### src/design/codec_pkg.sv
// Shared constants and carrier types for the codec host port block
package codec_pkg;

  // ************************************************************
  // Sample and FIFO sizes
  // ************************************************************
  localparam int SAMPLE_W   = 32;
  localparam int FIFO_DEPTH = 16;

  // ************************************************************
  // APB register byte offsets
  // ************************************************************
  localparam logic [7:0] OFF_INDEX  = 8'h00;
  localparam logic [7:0] OFF_IDATA  = 8'h04;
  localparam logic [7:0] OFF_STATUS = 8'h08;

  // ************************************************************
  // Indirect register indices
  // ************************************************************
  localparam logic [4:0] IX_FORMAT = 5'h08;
  localparam logic [4:0] IX_CONFIG = 5'h09;
  localparam logic [4:0] IX_MODE   = 5'h0c;
  localparam logic [4:0] IX_MISC   = 5'h10;
  localparam logic [4:0] IX_LINE   = 5'h12;
  localparam logic [4:0] IX_MONO   = 5'h1a;

  // ************************************************************
  // Field positions
  // ************************************************************
  localparam int B_FMT16    = 0;
  localparam int B_STEREO   = 1;
  localparam int B_PLAY_EN  = 0;
  localparam int B_CAP_EN   = 1;
  localparam int B_ENH      = 6;
  localparam int B_HOLD     = 7;
  localparam int B_LINE_MUT = 7;
  localparam int B_MONO_OUT_MUT = 6;
  localparam int B_MIN_MUT  = 7;

  // ************************************************************
  // Reset values and host port addresses
  // ************************************************************
  localparam logic [7:0] RST_IND  = 8'h00;
  localparam logic [7:0] RST_MODE = 8'h0a; // Id nibble, arbitrary value
  localparam logic [1:0] PIO_DATA = 2'h3;

  // Host parallel port strobes and inputs
  typedef struct packed {
    logic       cs_n;
    logic       rd_n;
    logic       wr_n;
    logic [1:0] addr;
    logic       play_ack_n;
    logic       cap_ack_n;
    logic [7:0] data;
  } host_bus_t;

  // Mixer settings sent to the analog section
  typedef struct packed {
    logic [4:0] line_vol;
    logic       line_mute;
    logic [3:0] mono_att;
    logic       mono_in_mute;
    logic       mono_out_mute;
  } mix_t;

endpackage : codec_pkg

### src/design/sample_fifo.sv
// Synchronous sample FIFO with valid/ready on both sides
module sample_fifo #(
  parameter int WIDTH = 32,
  parameter int DEPTH = 16
) (
  // Clock and reset
  input  wire logic                     pclk,
  input  wire logic                     presetn,
  // Fill side
  input  wire logic                     in_valid,
  output logic                          in_ready,
  input  wire logic [WIDTH-1:0]         in_data,
  // Drain side
  output logic                          out_valid,
  input  wire logic                     out_ready,
  output logic [WIDTH-1:0]              out_data,
  // Fill level
  output logic [$clog2(DEPTH+1)-1:0]    level
);
  localparam int AW = $clog2(DEPTH);

  if (DEPTH < 2 || (1 << AW) != DEPTH) begin : g_chk
    $error("sample_fifo: DEPTH must be a power of two, at least 2");
  end

  logic [WIDTH-1:0]           mem [DEPTH];
  logic [AW-1:0]              wp_reg, rp_reg;
  logic [$clog2(DEPTH+1)-1:0] cnt_reg;
  wire                        push = in_valid && in_ready;
  wire                        pop  = out_valid && out_ready;

  // Honest flags from the occupancy count
  assign in_ready  = (cnt_reg != DEPTH[$clog2(DEPTH+1)-1:0]);
  assign out_valid = (cnt_reg != '0);
  assign out_data  = mem[rp_reg];
  assign level     = cnt_reg;

  // Storage
  always_ff @(posedge pclk) begin
    if (push) begin
      mem[wp_reg] <= in_data;
    end
  end

  // Pointers and count
  always_ff @(posedge pclk or negedge presetn) begin
    if (!presetn) begin
      wp_reg  <= '0;
      rp_reg  <= '0;
      cnt_reg <= '0;
    end else begin
      wp_reg  <= wp_reg + AW'(push);
      rp_reg  <= rp_reg + AW'(pop);
      cnt_reg <= cnt_reg + $bits(cnt_reg)'(push) - $bits(cnt_reg)'(pop);
    end
  end
endmodule : sample_fifo

### src/design/codec_host_port.sv
// Codec host port: mode, mixer settings, parallel port, sample FIFOs
module codec_host_port
  import codec_pkg::*;
#(
  parameter int DEPTH = FIFO_DEPTH
) (
  // APB clock and reset
  input  wire logic                pclk,
  input  wire logic                presetn,
  // APB slave
  input  wire logic                psel,
  input  wire logic                penable,
  input  wire logic                pwrite,
  input  wire logic [7:0]          paddr,
  input  wire logic [31:0]         pwdata,
  output logic                     pready,
  output logic [31:0]              prdata,
  output logic                     pslverr,
  // Host parallel port
  input  wire host_bus_t           host,
  output logic [7:0]               host_data_out,
  output logic                     host_data_oe,
  output logic                     play_req,
  output logic                     cap_req,
  // Converter side
  input  wire logic                conv_tick,
  input  wire logic [SAMPLE_W-1:0] adc_data,
  output logic [SAMPLE_W-1:0]      dac_data,
  // Mixer settings
  output mix_t                     mix
);
  if (DEPTH != FIFO_DEPTH) begin : g_chk
    $error("codec_host_port: FIFO depth is fixed at 16 samples");
  end

  // ************************************************************
  // APB register file
  // ************************************************************
  logic [4:0]  index_reg;
  logic [7:0]  ind_reg [32];
  logic        pready_reg, pslverr_reg;
  logic [31:0] prdata_reg, prdata_next;
  logic [4:0]  cf_level, pf_level;

  wire setup    = psel && !penable;
  wire wr_en    = psel && penable && pready_reg && pwrite;
  wire hit_idx  = (paddr == OFF_INDEX);
  wire hit_dat  = (paddr == OFF_IDATA);
  wire hit_sta  = (paddr == OFF_STATUS);
  wire enh      = ind_reg[IX_MODE][B_ENH];
  // Bit4 of the pointer only counts in enhanced mode
  wire [4:0] eff_idx = {enh && index_reg[4], index_reg[3:0]};

  // Mode and path controls from indirect registers
  wire play_en = ind_reg[IX_CONFIG][B_PLAY_EN];
  wire cap_en  = ind_reg[IX_CONFIG][B_CAP_EN];
  wire hold    = ind_reg[IX_MISC][B_HOLD];
  wire b16     = ind_reg[IX_FORMAT][B_FMT16];
  wire bst     = ind_reg[IX_FORMAT][B_STEREO];
  wire [1:0] last_byte = {b16 && bst, b16 || bst}; // 1, 2 or 4 bytes

  // Read data selection, decoded in the setup cycle
  assign prdata_next = hit_idx ? {27'h0, index_reg} :
                       hit_dat ? {24'h0, ind_reg[eff_idx]} :
                       hit_sta ? {22'h0, cf_level, pf_level} : 32'h0;

  // Zero-wait answer: ready in every access phase
  always_ff @(posedge pclk or negedge presetn) begin
    if (!presetn) begin
      pready_reg  <= 1'b0;
      pslverr_reg <= 1'b0;
      prdata_reg  <= 32'h0;
    end else begin
      pready_reg  <= setup;
      pslverr_reg <= setup && !(hit_idx || hit_dat || hit_sta);
      prdata_reg  <= setup ? prdata_next : 32'h0;
    end
  end

  // Index pointer, all five bits stored
  always_ff @(posedge pclk or negedge presetn) begin
    if (!presetn) begin
      index_reg <= 5'h00;
    end else if (wr_en && hit_idx) begin
      index_reg <= pwdata[4:0];
    end
  end

  // Indirect registers, one per entry
  for (genvar i = 0; i < 32; i++) begin : g_ind
    localparam logic [7:0] RV = (i == int'(IX_MODE)) ? RST_MODE : RST_IND;
    always_ff @(posedge pclk or negedge presetn) begin
      if (!presetn) begin
        ind_reg[i] <= RV;
      end else if (wr_en && hit_dat && eff_idx == 5'(i)) begin
        ind_reg[i] <= pwdata[7:0];
      end
    end
  end

  // ************************************************************
  // Mixer settings
  // ************************************************************
  mix_t mix_reg;
  always_ff @(posedge pclk or negedge presetn) begin
    if (!presetn) begin
      mix_reg <= '0;
    end else begin
      mix_reg.line_vol      <= ind_reg[IX_LINE][4:0];
      mix_reg.line_mute     <= ind_reg[IX_LINE][B_LINE_MUT];
      mix_reg.mono_att      <= ind_reg[IX_MONO][3:0];
      mix_reg.mono_in_mute  <= ind_reg[IX_MONO][B_MIN_MUT];
      mix_reg.mono_out_mute <= ind_reg[IX_MONO][B_MONO_OUT_MUT];
    end
  end

  // ************************************************************
  // Host port strobe decode
  // ************************************************************
  logic prev_rd_reg, prev_wr_reg;
  wire rd_fall  = prev_rd_reg && !host.rd_n;
  wire wr_fall  = prev_wr_reg && !host.wr_n;
  wire any_ack  = !host.play_ack_n || !host.cap_ack_n;
  // Acknowledge overrides select and address
  wire pio      = !host.cs_n && !any_ack;
  wire pio_dat  = pio && host.addr == PIO_DATA;
  wire play_byte = play_en && wr_fall && (!host.play_ack_n || pio_dat);
  wire cap_byte  = cap_en && rd_fall && (!host.cap_ack_n || pio_dat);

  always_ff @(posedge pclk or negedge presetn) begin
    if (!presetn) begin
      prev_rd_reg <= 1'b1;
      prev_wr_reg <= 1'b1;
    end else begin
      prev_rd_reg <= host.rd_n;
      prev_wr_reg <= host.wr_n;
    end
  end

  // ************************************************************
  // Playback path
  // ************************************************************
  logic [1:0]          pcnt_reg, ccnt_reg;
  logic [SAMPLE_W-1:0] psh_reg, dac_reg, pf_data, cf_data;
  logic                play_req_reg, cap_req_reg, pf_ready, pf_valid;
  logic                cf_ready, cf_valid;
  wire play_last = play_byte && pcnt_reg == last_byte;
  wire [SAMPLE_W-1:0] play_word =
    psh_reg | (SAMPLE_W'(host.data) << {pcnt_reg, 3'b000});
  wire play_pop = conv_tick && play_en;

  sample_fifo #(.WIDTH(SAMPLE_W), .DEPTH(DEPTH)) u_play_fifo (
    .pclk      (pclk),
    .presetn   (presetn),
    .in_valid  (play_last),
    .in_ready  (pf_ready),
    .in_data   (play_word),
    .out_valid (pf_valid),
    .out_ready (play_pop),
    .out_data  (pf_data),
    .level     (pf_level)
  );

  // Byte assembly, asynchronous host cycles never wait
  always_ff @(posedge pclk or negedge presetn) begin
    if (!presetn) begin
      pcnt_reg <= 2'h0;
      psh_reg  <= '0;
    end else if (play_last || !play_en) begin
      pcnt_reg <= 2'h0;
      psh_reg  <= '0;
    end else if (play_byte) begin
      pcnt_reg <= pcnt_reg + 2'h1;
      psh_reg  <= play_word;
    end
  end

  // Request while room remains, held until last byte
  always_ff @(posedge pclk or negedge presetn) begin
    if (!presetn) begin
      play_req_reg <= 1'b0;
    end else if (play_last) begin
      play_req_reg <= 1'b0;
    end else if (!play_req_reg) begin
      play_req_reg <= play_en && pf_ready;
    end
  end

  // Converter feed with optional hold of the last sample
  always_ff @(posedge pclk or negedge presetn) begin
    if (!presetn) begin
      dac_reg <= '0;
    end else if (play_pop) begin
      if (pf_valid) begin
        dac_reg <= pf_data;
      end else if (!hold) begin
        dac_reg <= '0;
      end
    end
  end

  // ************************************************************
  // Capture path
  // ************************************************************
  wire cap_last = cap_byte && ccnt_reg == last_byte;
  wire cap_push = conv_tick && cap_en;
  wire [7:0] cap_sel = 8'(cf_data >> {ccnt_reg, 3'b000});
  wire [7:0] stat_byte = {4'h0, cap_req_reg, play_req_reg, cf_valid, !pf_ready};
  logic [7:0]          dout_reg;
  logic                oe_reg;

  // Full FIFO refuses the push so stored samples stay intact
  sample_fifo #(.WIDTH(SAMPLE_W), .DEPTH(DEPTH)) u_cap_fifo (
    .pclk      (pclk),
    .presetn   (presetn),
    .in_valid  (cap_push),
    .in_ready  (cf_ready),
    .in_data   (adc_data),
    .out_valid (cf_valid),
    .out_ready (cap_last),
    .out_data  (cf_data),
    .level     (cf_level)
  );

  // Byte count and read data of the host port
  always_ff @(posedge pclk or negedge presetn) begin
    if (!presetn) begin
      ccnt_reg  <= 2'h0;
      dout_reg  <= 8'h00;
      oe_reg    <= 1'b0;
    end else begin
      oe_reg <= !host.rd_n && (!host.cs_n || any_ack);
      if (cap_last || !cap_en) begin
        ccnt_reg <= 2'h0;
      end else if (cap_byte) begin
        ccnt_reg <= ccnt_reg + 2'h1;
      end
      if (rd_fall) begin
        dout_reg <= (cap_byte && cf_valid) ? cap_sel : stat_byte;
      end
    end
  end

  // Capture request while samples wait, held until last byte
  always_ff @(posedge pclk or negedge presetn) begin
    if (!presetn) begin
      cap_req_reg <= 1'b0;
    end else if (cap_last) begin
      cap_req_reg <= 1'b0;
    end else if (!cap_req_reg) begin
      cap_req_reg <= cap_en && cf_valid;
    end
  end

  // ************************************************************
  // Outputs
  // ************************************************************
  assign pready        = pready_reg;
  assign pslverr       = pslverr_reg;
  assign prdata        = prdata_reg;
  assign host_data_out = dout_reg;
  assign host_data_oe  = oe_reg;
  assign play_req      = play_req_reg;
  assign cap_req       = cap_req_reg;
  assign dac_data      = dac_reg;
  assign mix           = mix_reg;

  // ************************************************************
  // Assertions
  // ************************************************************
  a_legacy_index: assert property (@(posedge pclk) disable iff (!presetn)
    !enh |-> eff_idx[4] == 1'b0) else $error("bit4 decoded in legacy mode");
  a_enh_index: assert property (@(posedge pclk) disable iff (!presetn)
    enh && index_reg[4] |-> eff_idx == index_reg) else $error("bit4 not decoded");
  a_mode_back: assert property (@(posedge pclk) disable iff (!presetn)
    wr_en && hit_dat && eff_idx == IX_MODE && !pwdata[B_ENH] |=> !enh)
    else $error("enhanced mode not left");
  a_mono_indep: assert property (@(posedge pclk) disable iff (!presetn)
    $changed(ind_reg[IX_MONO][B_MONO_OUT_MUT]) && $stable(ind_reg[IX_LINE])
    |=> $stable(mix_reg.line_mute)) else $error("line mute moved with mono");
  a_play_refill: assert property (@(posedge pclk) disable iff (!presetn)
    play_en && pf_ready && !play_req_reg && !play_last |=> play_req_reg)
    else $error("playback request missing");
  a_hold_last: assert property (@(posedge pclk) disable iff (!presetn)
    play_pop && !pf_valid && hold |=> $stable(dac_reg))
    else $error("held sample changed");
  a_cap_request: assert property (@(posedge pclk) disable iff (!presetn)
    cap_en && cf_valid && !cap_last |=> cap_req_reg) else $error("capture request missing");
  a_req_drop: assert property (@(posedge pclk) disable iff (!presetn)
    play_last |=> !play_req_reg) else $error("request not dropped");
  a_req_hold: assert property (@(posedge pclk) disable iff (!presetn)
    cap_req_reg && !cap_last |=> cap_req_reg) else $error("request dropped early");
  a_cap_drop: assert property (@(posedge pclk) disable iff (!presetn)
    cap_push && !cf_ready && !cap_last |=> cf_level == 5'd16 && $stable(cf_data))
    else $error("full capture FIFO altered");
  a_apb_answer: assert property (@(posedge pclk) disable iff (!presetn)
    setup |=> pready_reg) else $error("APB answer late");

  c_play_full: cover property (@(posedge pclk) disable iff (!presetn) !pf_ready);
  c_play_hold: cover property (@(posedge pclk) disable iff (!presetn)
    play_pop && !pf_valid && hold);
  c_cap_over: cover property (@(posedge pclk) disable iff (!presetn)
    cap_push && !cf_ready);
endmodule : codec_host_port

### config.mk
export PLATFORM = sky130hd
export DESIGN_NAME = codec_host_port
export DESIGN_NICKNAME = d
export VERILOG_FILES = /design/src/design/codec_pkg.sv /design/src/design/sample_fifo.sv /design/src/design/codec_host_port.sv
export SDC_FILE = /design/constraint.sdc
export NUM_CORES = 1
export LEC_CHECK = 0
export CAP_MARGIN = 20
export CORE_MARGIN = 1
export CORE_UTILIZATION = 40
export CTS_CLUSTER_DIAMETER = 150
export DETAILED_ROUTE_END_ITERATION = 12
export DONT_BUFFER_PORTS = 1
export PLACE_DENSITY = 0.59
export SLEW_MARGIN = 20
export SYNTH_ARGS = -nofsm -noshare
export SYNTH_HDL_FRONTEND = slang
export SYNTH_SLANG_ARGS = --single-unit
### constraint.sdc
create_clock -name pclk -period 4.9 [get_ports pclk]
set_clock_uncertainty 0.05 [all_clocks]
set_input_delay 0.49 -clock pclk [delete_from_list [all_inputs] [get_ports pclk]]
set_output_delay 0.49 -clock pclk [all_outputs]
set_load 0.01 [all_outputs]
Yosys cells after proc, flatten, opt, wreduce, memory -nomap -nowiden. Memory sizes are Yosys's and may differ from the RTL's. Cells that the tools add are included.

Flip-flop bits (word level): 392. Memory bits (writable): 1024. Output and inout port bits: 89. Memories: 2.

Memories: u_cap_fifo.mem (depth 16, width 32, read ports 1, clocked after Yosys merged registers in 0, write ports 1, RTL line sample_fifo.sv:26) `logic [WIDTH-1:0] mem [DEPTH];`; u_play_fifo.mem (depth 16, width 32, read ports 1, clocked after Yosys merged registers in 0, write ports 1, RTL line sample_fifo.sv:26).

Add/sub/neg operators: 10. Order comparisons: 1. Equal/unequal tests: 39. Shifts and indexed selects: 2. Muxes and demuxes: 24. Bitwise gates (word level): 2. Reductions and logical operators: 88.

Operator list (count): two-way mux 32 bit (4); equality test 5 bit (second input constant) (16); logical AND 1 bit (61); binary-select mux 8 bit (select 5 bit) (1); equality test 5 x 4 -> 1 bit (second input constant) (8); two-way mux 10 bit (4); bitwise OR 32 bit (1); << shifter 8 x 5 -> 32 bit (1); right shift 32 x 5 -> 8 bit (1); two-way mux 8 bit (3); equality test 5 x 3 -> 1 bit (second input constant) (4); adder 4 x 1 -> 4 bit (4); logical NOT 1 bit (11); adder 5 x 1 -> 5 bit (2); equality test 5 x 2 -> 1 bit (second input constant) (2); != test 5 bit (second input constant) (2); nonzero test 5 bit (2); subtractor 5 x 1 -> 5 bit (2); logical OR 1 bit (9); equality test 8 x 3 -> 1 bit (second input constant) (1); equality test 8 x 4 -> 1 bit (second input constant) (1); logical NOT 8 bit (1); two-way mux 1 bit (8); two-way mux 2 bit (4); other kinds (10) (13).

Logic depth before layout (Yosys ltp). Gate-level depths: netlist (run 1).

Word-level depth: 11. Depth in mapped cells: 15.

Modules after synthesis. Synthesis (run 1) repeated with hierarchy kept, for this count alone.

Cells, all modules: 3193. Area total of the unflattened synthesis: 57199.9 um^2.

Modules (own cells, without submodules): sample_fifo (instances 2, cells an instance 994, area each 20284.5 um^2, sequential area each 15700.1 um^2); codec_host_port (instances 1, cells an instance 1205, area each 16631.0 um^2, sequential area each 9163.8 um^2).

Least setup slack after synthesis (run 1). No wires, ideal clock.

Kind: reg-to-reg. Start: reg pcnt_reg[0]. End: mem u_play_fifo.mem[0][0] (enable). Data arrival time: 4.531 ns. Path slack: -0.184 ns. Stages on the path, launching flop included: 6. Buffers on the path: 1. Clock period less this slack: 5.084 ns. Cells stage by stage: dfrtp_1 -> clkbuf_1 -> nor2_1 -> a22o_1 -> nand4b_1 -> nor4_1.

Longest elaborated chain between the ends: 5.

Ends and longest elaborated chain: from (decl) (RTL line codec_host_port.sv:143) `logic [1:0] pcnt_reg, ccnt_reg;`; from (signal assigned) (RTL line codec_host_port.sv:173) `pcnt_reg <= pcnt_reg + 2'h1;`; equality test 2 bit (RTL line codec_host_port.sv:147) `wire play_last = play_byte && pcnt_reg == last_byte;`; logical AND 1 bit (RTL line codec_host_port.sv:147); logical AND 1 bit (RTL line sample_fifo.sv:29) `wire push = in_valid && in_ready;`; two-way mux 1 bit (RTL line sample_fifo.sv:40) `if (push) begin`; two-way mux 1 bit (not written as such) (RTL line sample_fifo.sv:41) `mem[wp_reg] <= in_data;`; to (decl) (RTL line sample_fifo.sv:26).

Every way passes these cells.

Worst setup path after layout (run 1).
Start: reg u_cap_fifo.cnt_reg[2] (netlist: u_cap_fifo.level[2]). End: mem u_cap_fifo.mem[11][25] (enable).

Longest elaborated chain between the ends: 4.

Ends and longest elaborated chain: from (decl) (RTL line sample_fifo.sv:28) `logic [$clog2(DEPTH+1)-1:0] cnt_reg;`; from (signal assigned) (RTL line sample_fifo.sv:54) `cnt_reg <= cnt_reg + $bits(cnt_reg)'(push) - $bits(cnt_reg)'(pop);`; != test 5 bit (RTL line sample_fifo.sv:33) `assign in_ready = (cnt_reg != DEPTH[$clog2(DEPTH+1)-1:0]);`; logical AND 1 bit (RTL line sample_fifo.sv:29); two-way mux 1 bit (RTL line sample_fifo.sv:40); two-way mux 1 bit (not written as such) (RTL line sample_fifo.sv:41); to (decl) (RTL line sample_fifo.sv:26).

Every way passes these cells.

==> results.sh, run 1 <==
export IMPL_hold_class="input port to asynchronous set/reset pin"
export IMPL_vias_per_cell=5.61
export IMPL_violations="hold timing, slew limit"
export IMPL_path_max_fanout=18
export IMPL_cts_hold_buf=68
export IMPL_clock_path_buffers=3
export IMPL_power_mw=24.3
export IMPL_path_clk_slew_ps=60
export IMPL_crit_type="flop to flop"
export IMPL_grt_ovfl_total=0
export IMPL_synthTopCellsByArea="edfxtp_1 54%, dfrtp_1 17%, mux4_2 14%"
export IMPL_drtAntennaViolNets=0
export IMPL_p_leak_nw=22.0
export IMPL_dp_cells=4641
export IMPL_slew_violations=296
export IMPL_coreArea_um2=140000
export IMPL_synth_compound_area_share_pct=2.56
export IMPL_cp_start_kind="flop"
export IMPL_worstPathRequired_ps=5290
export IMPL_netlist_top_cell_by_area="edfxtp_1"
export IMPL_synthArstFlopShare_pct=27.7
export IMPL_syn_area_um2=56600
export IMPL_cpPeakStageDelay_ps=840
export IMPL_path_cells="inv_1 > ha_1 > a41oi_1 > nand3_1 > nor2_4 > buf_4"
export IMPL_ys_seq_elements=1416
export IMPL_cp_slowest_cell="nor2_4"
export IMPL_clk_latency_ps=790
export IMPL_dr_pass1_iters=5
export IMPL_reg2reg_from="u_cap_fifo.level[2]$_DFF_PN0_"
export IMPL_cts_setup_buffers=0
export IMPL_dp_slack_ps=1210
export IMPL_grt_pass1_vias=29661
export IMPL_grt_pass1_wl_um=198000
export IMPL_holdWs_ps=-635
export IMPL_wl_um=134000
export IMPL_dieWidth_um=378
export IMPL_place_area_um2=58900
export IMPL_post_synth_cell_area_avg_um2=19.6
export IMPL_yosysSeqAreaShare_pct=71.7
export IMPL_synthXorXnorAreaFrac_pct=0.310
export IMPL_drive_gt1_share_pct=32.5
export IMPL_regToRegSetupSlack_ps=1460
export IMPL_synth_simple_area_share_pct=3.02
export IMPL_drc=0
export IMPL_areaGrowthSynthToFinish_pct=14.3
export IMPL_rows=137
export IMPL_ys_flop_type="edfxtp_1"
export IMPL_fin_setup_tns_ps=0
export IMPL_multi_input_area_um2=15400
export IMPL_postLayoutCellArea_um2=64700
export IMPL_drt_iter0_drc=2289
export IMPL_grt_usage_pct=19.1
export IMPL_synthMuxAreaShare_pct=20.2
export IMPL_start_util_pct=40.5
export IMPL_regArea_um2=40600
export IMPL_dp_hpwl_um=75000
export IMPL_clockRootBuffer="clkbuf_16"
export IMPL_grt_max_degree=393
export IMPL_vias=27963
export IMPL_ys_types=72
export IMPL_final_hold_viol_count=388
export IMPL_cap_violations=0
export IMPL_synthTopCellsByCount="1024 x edfxtp_1, 388 x dfrtp_1, 347 x mux4_2, 288 x mux2_2, 100 x clkbuf_1"
export IMPL_slew_headroom_pct=-25.6
export IMPL_fin_crit_sh_pct=70.3
export IMPL_synth_most_common_cell="edfxtp_1"
export IMPL_antenna_found_initial=11
export IMPL_worst_slew_pin_slew_ps=1880
export IMPL_worst_slack_ps=1460
export IMPL_finalNonFillerCells=4985
export IMPL_nets=3100
export IMPL_design_die_area_um2=143000
export IMPL_pin_count=182
export IMPL_wl_per_cell_um=27.0
export IMPL_synthCells=2881
export IMPL_timing_rr_end="u_cap_fifo.mem[11][25]$_DFFE_PP_"
export IMPL_ir_worst_vdd_v=0.000298
export IMPL_cts_tree="done"
export IMPL_synth_edff_count=1024
export IMPL_die_h_um=378
export IMPL_status="finished, violations left"
export IMPL_htreeDepth=4
export IMPL_finalWeightedCongestion=0.779
export IMPL_synthAdderAreaFrac_pct=0.513
export IMPL_arrival_ps=3840
export IMPL_end_kind="flop"
export IMPL_port_buffers=0
export IMPL_numCtsBuffers=150
export IMPL_critPathBufInv=2
export IMPL_rsz0062_at_grt="no"
export IMPL_cpLargestDelayFamily="simple AND/OR/NAND/NOR gates"
export IMPL_period_minus_slack_ps=3440
export IMPL_r2r_cells=6
export IMPL_cts_resized=0
export IMPL_power_density_nw_per_um2=376
export IMPL_fill_cells=11727
export IMPL_clock_sinks=1416
export IMPL_fmax_ghz=0.290
export IMPL_synth_top_area_share_pct=54.3
export IMPL_synth_warnings=0
export IMPL_setup_viol=0
export IMPL_utilization_pct=46.2
export IMPL_synth_top_family_by_area="multiplexers"
[power by group]
| group | internal [mW] | switching (mW) | total, mW | leakage [nW] |
|---|---|---|---|---|
| sequential | 12.8 | 0.0110 | 12.8 | 13.9 |
| combinational | 0.0574 | 0.148 | 0.206 | 5.65 |
| clock | 6.54 | 4.74 | 11.3 | 2.40 |
[kinds of logic (layout without fill, tap and decap cells)]
logic type,after synthesis,in the layout
AOI/OAI and AO/OA,206,206
xor gates and xnor gates,20,20
adders and majority gates,22,22
buffers and inverters,221,426
DFF,1416,1416
muxes,669,669
other,1,24
and+or+nand+nor,326,326
[how the worst max path moves through the flow]
stage	cells after the start	startpoint	to	slack (ps)
3_5_place_dp	5	paddr[5]	ind_reg[34]$_DFFE_PN0P_	1210
4_1_cts	6	u_cap_fifo.level[2]$_DFF_PN0_	u_cap_fifo.mem[11][25]$_DFFE_PP_	1410
3_3_place_gp	14	host[14]	u_cap_fifo.level[4]$_DFF_PN0_	1170
2_1_floorplan	5	pcnt_reg[0]$_DFFE_PN0P_	u_play_fifo.mem[0][0]$_DFFE_PP_	-180
5_1_grt	6	u_cap_fifo.level[2]$_DFF_PN0_	u_cap_fifo.mem[11][25]$_DFFE_PP_	1230
6_report	6	u_cap_fifo.level[2]$_DFF_PN0_	u_cap_fifo.mem[11][25]$_DFFE_PP_	1460
[layer usage]
layer | up-vias | share of wire (%) | GRT usage, % | routed length, µm
met5 | - | 0.083 | 0 | 112
met4 | 18 | 2.2 | 5.48 | 2910
met3 | 205 | 6.9 | 4.86 | 9300
met2 | 851 | 49 | 30.9 | 66200
met1 | 15129 | 42 | 25.3 | 55900
li1 | 11760 | - | - | -
[worst reg2reg max path: cells and delay by family, from the launching register on]
family / cells / cell delay (ps)
adder cells (fa/ha/maj): 1 / 210
AND/OR/NAND/NOR: 2 / 1300
flip-flops: 1 / 380
buffers and inverters: 2 / 560
AO/OA/AOI/OAI: 1 / 620
[cell type report]
| class | instances | area share (%) |
|---|---|---|
| timing repair buffer | 130 | 2.01 |
| multi-input combinational | 1265 | 23.8 |
| clock buffer | 213 | 6.45 |
| tap | 1876 | 3.63 |
| sequential | 1416 | 62.8 |
| inverter | 22 | 0.128 |
| clock inverter | 61 | 1.24 |
| antenna | 2 | 0.00774 |
[cell usage in the layout, fill, tap and decap left out, types with 21 or more instances in the layout]
cell,n
inv_1,21
nand2_1,61
edfxtp_1,1024
mux4_2,347
a22o_1,33
nor2_1,59
dfrtp_1,377
mux2_2,288
clkbuf_16,150
nor3_2,21
a21o_1,36
nand3_1,44
conb_1,22
buf_4,56
dlygate4sd3_1,60
clkbuf_1,45
nand2b_1,23
a21oi_1,53
mux2i_1,26
Power figures use the tool's default switching activity.
==> run 2, diff against run 1 <==
==> constraint.sdc (replaced) <==
create_clock -name pclk -period 2.9 [get_ports pclk]
set_clock_uncertainty 0.05 [all_clocks]
set_input_delay 0.29 -clock pclk [delete_from_list [all_inputs] [get_ports pclk]]
set_output_delay 0.29 -clock pclk [all_outputs]
set_load 0.01 [all_outputs]
==> run 2 against run 1 <==
Effect of this change:
- the flow now finishes without violations
- fmax rose by 24%
- count of clock-buffer cells in the layout is 3 lower
- critical path depth is 8 higher
- sequential power up 70%
- utilization up 1.0 points
- via count up 1.7%
- clock power is 65% higher
- wire length up 0.90%
- power is 68% higher
- setup slack worse by 1300 ps
- sequential share of layout area decreased by 1.4 points
- die area did not move
- critical path type unchanged
- largest cell class unchanged
==> results.sh, run 2 (synthesized netlist as in run 1, its figures left out) <==
export IMPL_status="finished, final reports clean"
export IMPL_finalWeightedCongestion=0.786
export IMPL_clockRootBuffer="clkbuf_16"
export IMPL_slew_headroom_pct=44.7
export IMPL_fmax_ghz=0.360
export IMPL_finalNonFillerCells=5086
export IMPL_clk_latency_ps=790
export IMPL_rsz0062_at_grt="no"
export IMPL_grt_pass1_wl_um=202000
export IMPL_fin_crit_sh_pct=95.9
export IMPL_vias=28427
export IMPL_worst_slew_pin_slew_ps=830
export IMPL_dp_cells=4734
export IMPL_ir_worst_vdd_v=0.000696
export IMPL_r2r_cells=14
export IMPL_slew_violations=0
export IMPL_grt_ovfl_total=0
export IMPL_wl_per_cell_um=26.7
export IMPL_worst_slack_ps=119
export IMPL_p_leak_nw=22.6
export IMPL_numCtsBuffers=151
export IMPL_end_kind="flop"
export IMPL_pin_count=182
export IMPL_timing_rr_end="u_cap_fifo.level[4]$_DFF_PN0_"
export IMPL_clock_path_buffers=3
export IMPL_grt_max_degree=393
export IMPL_dr_pass1_iters=6
export IMPL_drt_iter0_drc=2582
export IMPL_htreeDepth=4
export IMPL_vias_per_cell=5.59
export IMPL_dp_hpwl_um=77400
export IMPL_areaGrowthSynthToFinish_pct=16.8
export IMPL_start_util_pct=40.5
export IMPL_cap_violations=0
export IMPL_hold_class="input port to flop"
export IMPL_nets=3201
export IMPL_cts_setup_buffers=0
export IMPL_period_minus_slack_ps=2780
export IMPL_power_density_nw_per_um2=618
export IMPL_rows=137
export IMPL_fin_setup_tns_ps=0
export IMPL_worstPathRequired_ps=3490
export IMPL_drc=0
export IMPL_setup_viol=0
export IMPL_drtAntennaViolNets=0
export IMPL_design_die_area_um2=143000
export IMPL_die_h_um=378
export IMPL_antenna_found_initial=10
export IMPL_regToRegSetupSlack_ps=120
export IMPL_coreArea_um2=140000
export IMPL_path_clk_slew_ps=60
export IMPL_arrival_ps=3370
export IMPL_reg2reg_from="prev_rd_reg$_DFF_PN1_"
export IMPL_cts_tree="done"
export IMPL_startpoint="prev_rd_reg$_DFF_PN1_"
export IMPL_final_common_cell="edfxtp_1"
export IMPL_dp_slack_ps=63.2
export IMPL_grt_pass1_vias=30448
export IMPL_crit_type="flop to flop"
export IMPL_endpoint="u_cap_fifo.level[4]$_DFF_PN0_"
export IMPL_wl_um=136000
export IMPL_dieWidth_um=378
export IMPL_layout_common_cells="1024 x edfxtp_1, 378 x dfrtp_1, 347 x mux4_2"
export IMPL_min_from="host[3]"
export IMPL_port_buffers=0
export IMPL_grt_usage_pct=19.3
export IMPL_cp_start_kind="flop"
export IMPL_final_hold_viol_count=0
export IMPL_drive_gt1_share_pct=34.5
export IMPL_path_max_fanout=6
export IMPL_clock_sinks=1416
export IMPL_utilization_pct=47.3
run 2: cell types whose count changed in the layout (fill, tap and decap cells not counted), moves of 7 or more:
cell and change:
buf_4 +50, buf_12 +43, nor3_2 -15, nor3_4 +15
clkinv_1 +7
run 2: routing by layer:
metal / wire, µm / global-route usage [%] / vias to the layer above
met5: 93 / 0 / -
met4: 2750 / 5.32 / 16
met2: 68100 / 32.1 / 854
met1: 56600 / 25.7 / 15382
met3: 8150 / 4.13 / 212
li1: - / - / 11963
run 2: how the worst min path moves through the flow:
stage	endpoint	slack (ps)	cells past startpoint
2_1_floorplan	b16$_DFFE_PN0P_	-60	0
3_3_place_gp	dac_data[16]$_DFFE_PN0P_	-50	0
3_5_place_dp	dac_data[18]$_DFFE_PN0P_	-50	0
4_1_cts	host_data_out[4]$_DFFE_PN0N_	-920	0
5_1_grt	u_play_fifo.mem[11][19]$_DFFE_PP_	40	1
6_report	u_play_fifo.mem[11][19]$_DFFE_PP_	60	1
run 2: final cells by class:
type	count	area (µm²)
flip-flops and latches	1416	40600
multi-input cells	1265	15600
fillers	11618	73800
clock inverters	66	721
well taps	1876	2350
inverters	22	82.6
diodes	1	2.50
clock buffers	210	4160
repair buffers	230	2660
run 2: metrics by stage:
stage / instance area (µm²) / power (mW) / hold slack [ps]
after floorplan: 57000 / 22.2 / -55.6
after CTS: 66000 / 41.2 / -920
final: 66100 / 40.9 / 58.6
after global placement: 60300 / 22.2 / -46.3
after global routing: 66100 / 42.1 / 41.8
after detailed placement: 60300 / 22.2 / -45.6
run 2: worst max-delay path, stage by stage, from the launching register on:
cell and delay (ps):
dfstp_2 530, nor2b_1 190, nand2_1 170, nor3_1 210
buf_4 140, ha_1 220, inv_1 50, ha_1 160
inv_1 60, fa_1 430, inv_1 80, a21oi_1 50
nor2_1 110, nor2_1 70, xnor2_1 130
run 2: report_power, final:
part / total, mW / switching (mW) / internal (mW) / leakage [nW]
Combinational: 0.503 / 0.382 / 0.121 / 6.38
Sequential: 21.7 / 0.0121 / 21.7 / 13.9
Clock: 18.7 / 8.01 / 10.7 / 2.35
run 2: repair_timing:
| action | in CTS | in global routing |
|---|---|---|
| gates resized for setup | 0 | 3 |
| endpoints found under the hold margin | 1682 | 238 |
| endpoints found under the setup margin | 0 | 1 |
| hold buffers | 71 | 2 |
